$ cat src/fsr_pkg.sv
// Purpose: shared constants and types of the flash status register block
// Assumes: one clock domain (ref_clk), serial link sampled as plain inputs
// Notes:   opcodes, field positions and reset values live here only
package fsr_pkg;

    // opcodes recognised by the status block
    localparam logic [7:0] FSR_OP_READ_ONE  = 8'h05;   // read first status byte
    localparam logic [7:0] FSR_OP_READ_TWO  = 8'h35;   // read second status byte
    localparam logic [7:0] FSR_OP_WRITE_SR  = 8'h01;   // write status bytes
    localparam logic [7:0] FSR_OP_WR_ENABLE = 8'h06;   // set the write enable latch

    // first status byte field positions
    localparam int FSR_B1_PROT_LO = 7;                 // status_protect_lo
    localparam int FSR_B1_SEC     = 6;                 // sector_size_select
    localparam int FSR_B1_TB      = 5;                 // top_bottom_select
    localparam int FSR_B1_BP_HI   = 4;                 // block_protect_2
    localparam int FSR_B1_BP_LO   = 2;                 // block_protect_0
    localparam int FSR_B1_WEL     = 1;                 // write_enable_latch
    localparam int FSR_B1_BUSY    = 0;                 // busy_flag

    // second status byte field positions
    localparam int FSR_B2_RSV_HI  = 7;                 // reserved_bit, reads zero
    localparam int FSR_B2_CMP     = 6;                 // complement_protect
    localparam int FSR_B2_LOCK_HI = 5;                 // security_lock_3
    localparam int FSR_B2_LOCK_LO = 3;                 // security_lock_1
    localparam int FSR_B2_RSV_LO  = 2;                 // reserved_bit, reads zero
    localparam int FSR_B2_QE      = 1;                 // quad_enable
    localparam int FSR_B2_PROT_HI = 0;                 // status_protect_hi

    // writable masks of the two bytes
    localparam logic [7:0] FSR_B1_WR_MASK = 8'hfc;     // bits 7..2
    localparam logic [7:0] FSR_B2_WR_MASK = 8'h7b;     // bits 6..3, 1, 0

    // values after power-up reset of the stored fields
    localparam logic [5:0] FSR_B1_RST     = 6'h00;     // bits 7..2 of byte one
    localparam logic [7:0] FSR_B2_RST     = 8'h00;     // stored part of byte two

    // serial frame counts
    localparam int         FSR_BYTE_BITS  = 8;         // bits per byte
    localparam logic [4:0] FSR_WR_MAX     = 5'h10;     // at most two data bytes

    // command state machine, one-hot
    typedef enum logic [4:0] {
        FSR_ST_IDLE   = 5'b00001,                      // chip not selected
        FSR_ST_OPCODE = 5'b00010,                      // shifting in opcode
        FSR_ST_READ   = 5'b00100,                      // streaming a status byte
        FSR_ST_WRITE  = 5'b01000,                      // collecting write data
        FSR_ST_IGNORE = 5'b10000                       // frame ignored until deselect
    } fsr_state_e;

    // status write permission from the two protect bits and the pin level
    function automatic logic fsr_write_ok(input logic prot_hi, input logic prot_lo,
                                          input logic wp_level, input logic write_enable_latch);
        logic ok;
        ok = 1'b0;
        if (!prot_hi && !prot_lo) begin
            ok = write_enable_latch;                                  // software protected
        end else if (!prot_hi && prot_lo) begin
            ok = write_enable_latch & wp_level;                       // hardware protected by pin
        end
        return ok;                                     // lock-down and one-time states refuse
    endfunction

endpackage

$ cat src/fsr_tx_if.sv
// Purpose: carrier between command logic and the output serialiser
// Assumes: all signals on ref_clk
// Notes:   ctl drives the strobes and byte, shf returns the serial bit
`timescale 1ns/100ps
interface fsr_tx_if;
    logic       run;                                   // a status read is streaming
    logic       shift_en;                              // falling serial clock seen
    logic [7:0] data;                                  // live contents of selected byte
    logic       so;                                    // bit presented on serial out
    modport ctl (output run, output shift_en, output data, input so);
    modport shf (input run, input shift_en, input data, output so);
endinterface
$ cat src/fsr_shift.sv
// Purpose: serialises the selected status byte, msb first, repeating
// Assumes: shift_en marks a falling serial clock during a read
// Notes:   a fresh snapshot is taken at the start of every byte
`timescale 1ns/100ps
module fsr_shift
    import fsr_pkg::*;
(
    input  wire logic ref_clk,                         // block clock
    input  wire logic rst,                             // async reset, high
    fsr_tx_if.shf     tx                               // link to command logic
);
    logic [7:0] snap_r;                                // remaining bits of snapshot
    logic [2:0] bit_r;                                 // position within byte
    logic       so_r;                                  // registered output bit

    assign tx.so = so_r;

    // load or shift on every falling serial clock of a read
    always_ff @(posedge ref_clk or posedge rst) begin
        if (rst) begin
            snap_r <= 8'h00;
            bit_r  <= 3'h0;
            so_r   <= 1'b0;
        end else if (!tx.run) begin
            bit_r  <= 3'h0;                            // next read starts at bit 7
        end else if (tx.shift_en) begin
            bit_r  <= bit_r + 3'h1;                    // wraps after bit 0
            if (bit_r == 3'h0) begin
                so_r   <= tx.data[7];                  // fresh contents each pass
                snap_r <= {tx.data[6:0], 1'b0};
            end else begin
                so_r   <= snap_r[7];                   // msb first
                snap_r <= {snap_r[6:0], 1'b0};
            end
        end
    end
endmodule

$ cat src/fsr_sync.sv
// Purpose: two flip-flop synchroniser for inputs from outside ref_clk
// Assumes: inputs are slow levels relative to ref_clk
// Notes:   the first stage is read by the second stage only
`timescale 1ns/100ps
module fsr_sync
    import fsr_pkg::*;
#(
    parameter int         W       = 1,                 // number of bits
    parameter logic [W-1:0] RST_VAL = '0               // idle level of the pins
) (
    input  wire logic         ref_clk,                 // block clock
    input  wire logic         rst,                     // async reset, high
    input  wire logic [W-1:0] d_in,                    // raw pin levels
    output logic      [W-1:0] q_out                    // synchronised levels
);
    logic [W-1:0] meta_r;                              // first stage

    // two stage sampling
    always_ff @(posedge ref_clk or posedge rst) begin
        if (rst) begin
            meta_r <= RST_VAL;
            q_out  <= RST_VAL;
        end else begin
            meta_r <= d_in;
            q_out  <= meta_r;
        end
    end
endmodule

$ cat src/fsr_top.sv
// Purpose: status register bank of a serial flash with its read and write commands
// Assumes: serial link in mode 0 or 3, sclk far slower than ref_clk
// Notes:   array engine reports busy and write-enable clears on the same clock
//
// Operation
// - status read accepted even while busy
// - opcode 05h streams first status byte
// - opcode 35h streams second status byte
// - msb first, wraps to bit 7 repeatedly
// - every repetition shows current contents
// - deselect ends read, output floats
// - partial byte on deselect is harmless
// - byte one holds protect, select, block bits
// - bit 1 is read-only write enable latch
// - bit 0 is read-only busy flag
// - write of byte one alters bits 7..2
// - byte two reserved bits zero, complement bit
// - three page lock bits refuse program/erase
// - quad enable turns pins to data
// - write of byte two alters 6..3,1,0
// - protect 00: write allowed with latch set
// - protect 01: pin low blocks writes
// - protect 10: locked until power cycle
// - protect 11: writes refused for good; here power-up reset clears it like 10
// - latch clear: modifying commands ignored
// - write ends on byte boundary, else abort
`timescale 1ns/100ps
module fsr_top
    import fsr_pkg::*;
(
    input  wire logic       ref_clk,               // 200 MHz block clock
    input  wire logic       rst,                   // async reset, high, power-up
    input  wire logic       spi_sclk,              // serial clock pin
    input  wire logic       spi_cs_n,              // chip select pin, low active
    input  wire logic       spi_si,                // serial data in pin
    input  wire logic       wp_n,                  // write protect pin, low active
    input  wire logic       busy_in,               // array engine busy, same clock
    input  wire logic       wel_clear,             // engine op ended or aborted, pulse
    output logic            spi_so,                // serial data out
    output logic            spi_so_oe,             // serial out driven when high
    output logic            wel_out,               // write enable latch level
    output logic [2:0]      block_protect,         // block_protect_2..0
    output logic            sector_size_select,    // small or large protect blocks
    output logic            top_bottom_select,     // protect from top or bottom
    output logic            complement_protect,    // inverts protected area
    output logic [2:0]      security_lock,         // security_lock_3..1
    output logic            quad_enable            // hold and wp act as data pins
);

    // ---- synchronised pins
    logic       sclk_s;                            // sclk after two flops
    logic       cs_n_s;                            // chip select after two flops
    logic       si_s;                              // data in after two flops
    logic       wp_n_s;                            // protect pin after two flops
    logic       sclk_d_r;                          // previous sclk level
    logic       cs_n_d_r;                          // previous chip select level

    // all pins cross into ref_clk before anything looks at them
    fsr_sync #(
        .W       (4),
        .RST_VAL (4'h6)
    ) u_sync (
        .ref_clk (ref_clk),
        .rst     (rst),
        .d_in    ({spi_sclk, spi_cs_n, wp_n, spi_si}),
        .q_out   ({sclk_s, cs_n_s, wp_n_s, si_s})
    );

    // ---- edge detection
    wire        selected   = ~cs_n_s;              // chip is selected
    wire        sclk_rise  = selected & sclk_s & ~sclk_d_r;   // data sample point
    wire        sclk_fall  = selected & ~sclk_s & sclk_d_r;   // data launch point
    wire        cs_start   = ~cs_n_s & cs_n_d_r;  // frame begins
    wire        cs_end     = cs_n_s & ~cs_n_d_r;  // frame ends

    // remember last levels for edge finding
    always_ff @(posedge ref_clk or posedge rst) begin
        if (rst) begin
            sclk_d_r <= 1'b0;
            cs_n_d_r <= 1'b1;
        end else begin
            sclk_d_r <= sclk_s;
            cs_n_d_r <= cs_n_s;
        end
    end

    // ---- stored status fields
    logic [5:0] b1_r;                              // byte one bits 7..2
    logic [7:0] b2_r;                              // byte two stored bits
    logic       wel_r;                             // write enable latch
    logic       busy_r;                            // registered busy flag

    // ---- command state
    fsr_state_e state_r;                           // present state
    fsr_state_e state_nxt;                         // next state
    logic [7:0] op_r;                              // opcode shift register
    logic [2:0] opcnt_r;                           // opcode bits taken
    logic       sel_two_r;                         // read streams byte two
    logic [15:0] wbuf_r;                           // write data shifted in
    logic [4:0] wcnt_r;                            // write bits taken, saturating
    logic       wover_r;                           // more than two bytes sent

    // ---- assembled status bytes
    wire [7:0]  status_one = {b1_r, wel_r, busy_r};   // bit1 latch, bit0 busy
    wire [7:0]  status_two = b2_r & FSR_B2_WR_MASK;   // reserved bits forced zero

    // ---- opcode decode once the eighth bit lands
    wire [7:0]  op_full    = {op_r[6:0], si_s};   // opcode including current bit
    wire        op_done    = sclk_rise & (opcnt_r == 3'h7);
    wire        op_rd_one  = op_full == FSR_OP_READ_ONE;
    wire        op_rd_two  = op_full == FSR_OP_READ_TWO;
    wire        op_wr_sr   = op_full == FSR_OP_WRITE_SR;
    wire        op_wr_en   = op_full == FSR_OP_WR_ENABLE;

    // ---- status write permission and completion
    wire        wp_level   = wp_n_s | b2_r[FSR_B2_QE];  // pin is data when quad enabled
    wire        wr_allowed = fsr_write_ok(b2_r[FSR_B2_PROT_HI], b1_r[FSR_B1_PROT_LO - 2],
                                          wp_level, wel_r);
    wire        in_write   = state_r == FSR_ST_WRITE;
    wire        wr_whole   = (wcnt_r == 5'h08) | (wcnt_r == FSR_WR_MAX);   // byte boundary
    wire        wr_commit  = in_write & cs_end & wr_whole & ~wover_r & wr_allowed;
    wire        wr_two     = wcnt_r == FSR_WR_MAX;    // optional second byte sent
    wire        wr_finish  = in_write & cs_end;       // latch drops on success or abort

    // ---- byte one and two images after a committed write
    wire [7:0]  b1_first   = wr_two ? wbuf_r[15:8] : wbuf_r[7:0];
    wire [7:0]  b2_second  = wbuf_r[7:0];
    wire [5:0]  b1_new     = b1_first[7:2];                          // only bits 7..2
    wire [7:0]  b2_new     = (b2_second & FSR_B2_WR_MASK) | (b2_r & ~FSR_B2_WR_MASK);

    // ---- next state of the command machine
    always_comb begin
        state_nxt = state_r;
        case (state_r)
            FSR_ST_IDLE: begin
                if (cs_start) begin
                    state_nxt = FSR_ST_OPCODE;     // new frame
                end
            end
            FSR_ST_OPCODE: begin
                if (cs_n_s) begin
                    state_nxt = FSR_ST_IDLE;       // partial opcode dropped
                end else if (op_done) begin
                    if (op_rd_one || op_rd_two) begin
                        state_nxt = FSR_ST_READ;   // read taken any time, busy too
                    end else if (op_wr_sr && wel_r) begin
                        state_nxt = FSR_ST_WRITE;  // needs the latch set
                    end else begin
                        state_nxt = FSR_ST_IGNORE; // other or refused opcode
                    end
                end
            end
            FSR_ST_READ: begin
                if (cs_n_s) begin
                    state_nxt = FSR_ST_IDLE;       // deselect ends the read
                end
            end
            FSR_ST_WRITE: begin
                if (cs_n_s) begin
                    state_nxt = FSR_ST_IDLE;       // commit or abort decided on cs_end
                end
            end
            FSR_ST_IGNORE: begin
                if (cs_n_s) begin
                    state_nxt = FSR_ST_IDLE;
                end
            end
            default: begin
                state_nxt = FSR_ST_IDLE;           // recover from an illegal code
            end
        endcase
    end

    // state register
    always_ff @(posedge ref_clk or posedge rst) begin
        if (rst) begin
            state_r <= FSR_ST_IDLE;
        end else begin
            state_r <= state_nxt;
        end
    end

    // opcode collection, restarted by every frame start
    always_ff @(posedge ref_clk or posedge rst) begin
        if (rst) begin
            op_r    <= 8'h00;
            opcnt_r <= 3'h0;
        end else if (cs_start) begin
            op_r    <= 8'h00;
            opcnt_r <= 3'h0;
        end else if (sclk_rise && state_r == FSR_ST_OPCODE) begin
            op_r    <= op_full;
            opcnt_r <= opcnt_r + 3'h1;
        end
    end

    // byte selection for the read, held for the whole frame
    always_ff @(posedge ref_clk or posedge rst) begin
        if (rst) begin
            sel_two_r <= 1'b0;
        end else if (op_done && state_r == FSR_ST_OPCODE) begin
            sel_two_r <= op_rd_two;                // 35h picks byte two
        end
    end

    // write data collection, counts bits up to a saturation mark
    always_ff @(posedge ref_clk or posedge rst) begin
        if (rst) begin
            wbuf_r  <= 16'h0000;
            wcnt_r  <= 5'h00;
            wover_r <= 1'b0;
        end else if (cs_start) begin
            wbuf_r  <= 16'h0000;
            wcnt_r  <= 5'h00;
            wover_r <= 1'b0;
        end else if (sclk_rise && in_write) begin
            wbuf_r <= {wbuf_r[14:0], si_s};
            if (wcnt_r == FSR_WR_MAX) begin
                wover_r <= 1'b1;                   // third byte means abort
            end else begin
                wcnt_r <= wcnt_r + 5'h01;
            end
        end
    end

    // stored fields: only a permitted, whole-byte write changes them
    always_ff @(posedge ref_clk or posedge rst) begin
        if (rst) begin
            b1_r <= FSR_B1_RST;                    // power cycle frees lock-down
            b2_r <= FSR_B2_RST;
        end else if (wr_commit) begin
            b1_r <= b1_new;
            if (wr_two) begin
                b2_r <= b2_new;
            end
        end
    end

    // write enable latch: set by its opcode, cleared by write end or engine
    always_ff @(posedge ref_clk or posedge rst) begin
        if (rst) begin
            wel_r <= 1'b0;                         // not enabled after power-up
        end else if (op_done && state_r == FSR_ST_OPCODE && op_wr_en) begin
            wel_r <= 1'b1;                         // set wins over a clear
        end else if (wr_finish || wel_clear) begin
            wel_r <= 1'b0;                         // ends or aborts drop it
        end
    end

    // busy follows the array engine so reads during an operation see it
    always_ff @(posedge ref_clk or posedge rst) begin
        if (rst) begin
            busy_r <= 1'b0;
        end else begin
            busy_r <= busy_in;
        end
    end

    // ---- output serialiser
    fsr_tx_if tx ();                               // command to shifter link

    assign tx.run      = state_r == FSR_ST_READ;
    assign tx.shift_en = sclk_fall;                                  // launch on falling sclk
    assign tx.data     = sel_two_r ? status_two : status_one;        // live contents

    fsr_shift u_shift (
        .ref_clk (ref_clk),
        .rst     (rst),
        .tx      (tx)
    );

    // output enable rises with the first launched bit of a read
    logic       oe_r;                              // serial out driven
    always_ff @(posedge ref_clk or posedge rst) begin
        if (rst) begin
            oe_r <= 1'b0;
        end else if (state_r != FSR_ST_READ || cs_n_s) begin
            oe_r <= 1'b0;                          // float once deselected
        end else if (sclk_fall) begin
            oe_r <= 1'b1;
        end
    end

    assign spi_so    = tx.so;
    assign spi_so_oe = oe_r & ~cs_n_s;            // released as soon as cs rises

    // ---- field outputs to the rest of the device
    assign wel_out            = wel_r;                               // gates modifying commands
    assign block_protect      = b1_r[FSR_B1_BP_HI - 2:FSR_B1_BP_LO - 2];
    assign sector_size_select = b1_r[FSR_B1_SEC - 2];
    assign top_bottom_select  = b1_r[FSR_B1_TB - 2];
    assign complement_protect = b2_r[FSR_B2_CMP];
    assign security_lock      = b2_r[FSR_B2_LOCK_HI:FSR_B2_LOCK_LO];    // page refusal
    assign quad_enable        = b2_r[FSR_B2_QE];                        // pin role switch

endmodule

$ cat config.mk
export PLATFORM = sky130hd
export DESIGN_NAME = fsr_top
export DESIGN_NICKNAME = d
export VERILOG_FILES = /design/src/fsr_pkg.sv /design/src/fsr_tx_if.sv /design/src/fsr_shift.sv /design/src/fsr_sync.sv /design/src/fsr_top.sv
export SDC_FILE = /design/constraint.sdc
export NUM_CORES = 1
export LEC_CHECK = 0
export CAP_MARGIN = 5
export CORE_MARGIN = 2
export CORE_UTILIZATION = 50
export DETAILED_ROUTE_END_ITERATION = 8
export DONT_BUFFER_PORTS = 1
export HOLD_SLACK_MARGIN = 0.15
export PLACE_DENSITY_LB_ADDON = 0.2
export SLEW_MARGIN = 25
export SYNTH_ARGS = -nofsm -noshare
export SYNTH_HDL_FRONTEND = slang
export SYNTH_SLANG_ARGS = --single-unit
$ cat constraint.sdc
create_clock -name ref_clk -period 2.7 [get_ports ref_clk]
set_input_delay 0.135 -clock ref_clk [delete_from_list [all_inputs] [get_ports ref_clk]]
set_output_delay 0.135 -clock ref_clk [all_outputs]
set_load 0.005 [all_outputs]
==> results.md <==
* Status: complete, no violations
* Logic pwr share at 7.4%
* Mean routed wirelength per cell at 16.0 um
* CTS tree: yes
* Post-Syn Instances at 320
* Arrival time worst endpoint at 2260 ps
* Vias at 2271
* Largest net degree at the start of global routing at 46
* Die X at 86.8 um
* Fill cells at 587
* Fin. Hold Viols at 0
* Total design power at 2.21 mW
* Tot GR Track Use at 18.7%
* Vias in the first global route at 2217
* Unique masters post-synth at 44
* Max Freq at 494 MHz
* Crit path cell chain: nor4_4, nand4b_4, nor4b_4, mux2_2
* I/O Pins at 21
* Drt first pass iters at 4
* Commonest register cell after synthesis: dfrtp_1
* Leading cell types in the layout, fill and taps excluded: dfrtp_1, nand2_1, a21oi_1
* Int Pwr at 1.69 mW
* Hold Crit Class: in -> reg
* Setup TNS at 0 ps
* Final setup fails at 0
* First DRT Iteration DRCs at 146
* CP required at 2930 ps
* Final Wtd Congestion at 0.861
* Final ANT Viol Nets at 0
* #FFs+latches synth at 74
* Final instance area at 3740 sq um
* Crit start category: flop
* # rows at 30
* Crit. End Element: flop
* Share of cells above drive strength 1 at 16.5%
* Clock tree buffer depth at 2
* Leakage at 1.76 nW
* Clk sinks at 74
* Register area share after synthesis at 54.2%
* Slowest stage delay, CP at 480 ps
* Worst Slack Setup Final at 677 ps
* Fin. max-slew vios at 0
* Via density at 5.58
* EDFF count, synth at 0
* Worst Tran Pin Value at 650 ps
* Syn Nets at 334
* Clock Latency Late Sink at 350 ps
* Total CTS buffers at 9
* Register Area at 1860 sq um
* Diode count at 0
* NetSw at 522 uW
* Core box area at 6720 sq um
* Remaining DRCs at 0
* First-pass GRT wire length at 10900 um
* Syn avg cell area at 10.7 sq um
* Sequential Power Share at 53.5%
* Clk slew on worst S/H paths at 70 ps
* Kind of critical path: reg -> reg
* PortBufs at 0
* Setup Skew at 9.09 ps
* Post-place setup slack at 671 ps
* Netlist Area Pre-Place at 3430 sq um
* Initial antenna violation count at 0
* Post-CTS Setup Bufs at 0
* Switching Fraction at 23.6%
* Commonest non-fill, non-tap cell in the layout: dfrtp_1
* Nets at 336
* Placed Area at 3470 sq um
* Power density over cell area at 591 nW/um^2
* Hpwl dp at 4410 um
* Grt ovf at 0
* Async S/R FF share, synth at 100%
* Routed wire length at 6510 um
* Die Y at 86.8 um
* H-Tree Level Count at 3
* Root buf cell: clkbuf_8
* VDD IR max at 0.278 mV
* Period minus WS final at 2020 ps
* Area grow syn2layout at 9.04%
* Max-Cap Viols at 0
* Crit-path max FO at 8
* CP max-delay cell: nor4b_4
* Synth warn at 0
* Min Hold Slack at 333 ps
* Relative slew slack at 56.6%
* Clk pwr share at 39.1%
* Die area at 7540 sq um
* Unrepaired setup endpoints after global routing: false
* Area occupied by multi-input gates at 1430 sq um
* Initial core utilization at 51.1%
* Final Cycle Share at 74.9%
cell type report:
cell class	instances	area share, %
repair buffers	13	3.41
clock buffers	14	4.35
clock inverters	2	0.936
multi-input cells	216	38.1
flip-flops and latches	74	49.7
inverters	8	0.803
well taps	80	2.68
state kept, by name (all words and copies together), names as in the netlist, 3 cells and up:
name and flops:
op_r 7, u_shift.bit_r 3, wbuf_r 16, u_shift.snap_r 7, wcnt_r 5, opcnt_r 3
state_r 5, b1_r 6, b2_r 6, u_sync.meta_r 4, u_sync.q_out 4
per-stage QoR:
stage | std cells | util (%)
4_1_cts | 407 | 55.7
2_1_floorplan | 320 | -
3_5_place_dp | 384 | 51.7
5_1_grt | 407 | 55.7
6_report | 407 | 55.7
3_3_place_gp | 384 | 51.7
path summary, 6_finish.rpt:
kind / start / endpoint / slack [ps] / cells after the start
max in group asynchronous: rst / u_sync.meta_r[2] / 1630 / 3
worst min-delay path: wp_n / u_sync.meta_r[1] / 330 / 1
worst max register to register: state_r[1] / b2_r[3] / 680 / 4
worst min register to register: u_sync.meta_r[0] / u_sync.q_out[0] / 350 / 0
min in group asynchronous: rst / u_shift.snap_r[6] / 340 / 2
worst max-delay path: state_r[1] / b2_r[3] / 680 / 4
cells in the mapped netlist (all sizes together), types with 2 or more instances:
cell	number	area, sq um
nor3	4	31.3
o21ai	16	80.1
mux2	19	214
nor2b	3	18.8
nand4	5	31.3
dfstp	6	158
nor4	2	27.5
xnor2	2	17.5
inv	8	30.0
o211ai	2	15.0
nand2	45	169
buf	12	80.1
ha	6	75.1
nor4b	2	32.5
nor2	26	97.6
nand3	5	25.0
nand3b	3	22.5
xor2	4	35.0
a31oi	2	12.5
nor3b	7	52.6
and3	2	13.8
clkbuf	10	37.5
a21oi	28	140
mux2i	17	170
nand2b	5	31.3
dfrtp	68	1700
power groups by stage:
stage / clock network [mW] / registers, mW / logic, mW
floorplan: 0 / 1.19 / 0.146
global placement: 0 / 1.20 / 0.151
detailed placement: 0 / 1.20 / 0.156
CTS: 0.891 / 1.18 / 0.165
global route: 0.929 / 1.19 / 0.183
finish: 0.865 / 1.18 / 0.163
critical path, delay by kind of cell, from the launching register on:
kind	cells	cell delay, ps
AND/OR/NAND/NOR	3	1050
multiplexers	1	390
flip-flops	1	470
repair_timing:
action                     CTS  global route
gates resized for setup      0             0
hold endpoints to repair    32             0
setup endpoints to repair    0             0
hold buffers                 7             0
kinds of logic (layout without fill, tap and decap cells):
family          after synthesis  count (layout)  synth area share [%]
mux                          36              36                  11.2
xor+xnor                      6               6                  1.53
fa+ha+maj                     6               6                  2.19
flops                        74              74                  54.2
compound gates               51              51                  7.95
simple gates                117             117                  18.6
buf+inv                      30              37                  4.30
per-layer routing:
layer  part of all wire [%]  routed length, um  vias up  track usage, %
met5                      0                  0        -               0
met4                    1.0                 65        0            6.82
met3                    3.3                214        7            5.14
met2                     48               3090       28            28.6
met1                     48               3130     1139            25.5
li1                       -                  -     1097               -
Power figures use the tool's default switching activity.
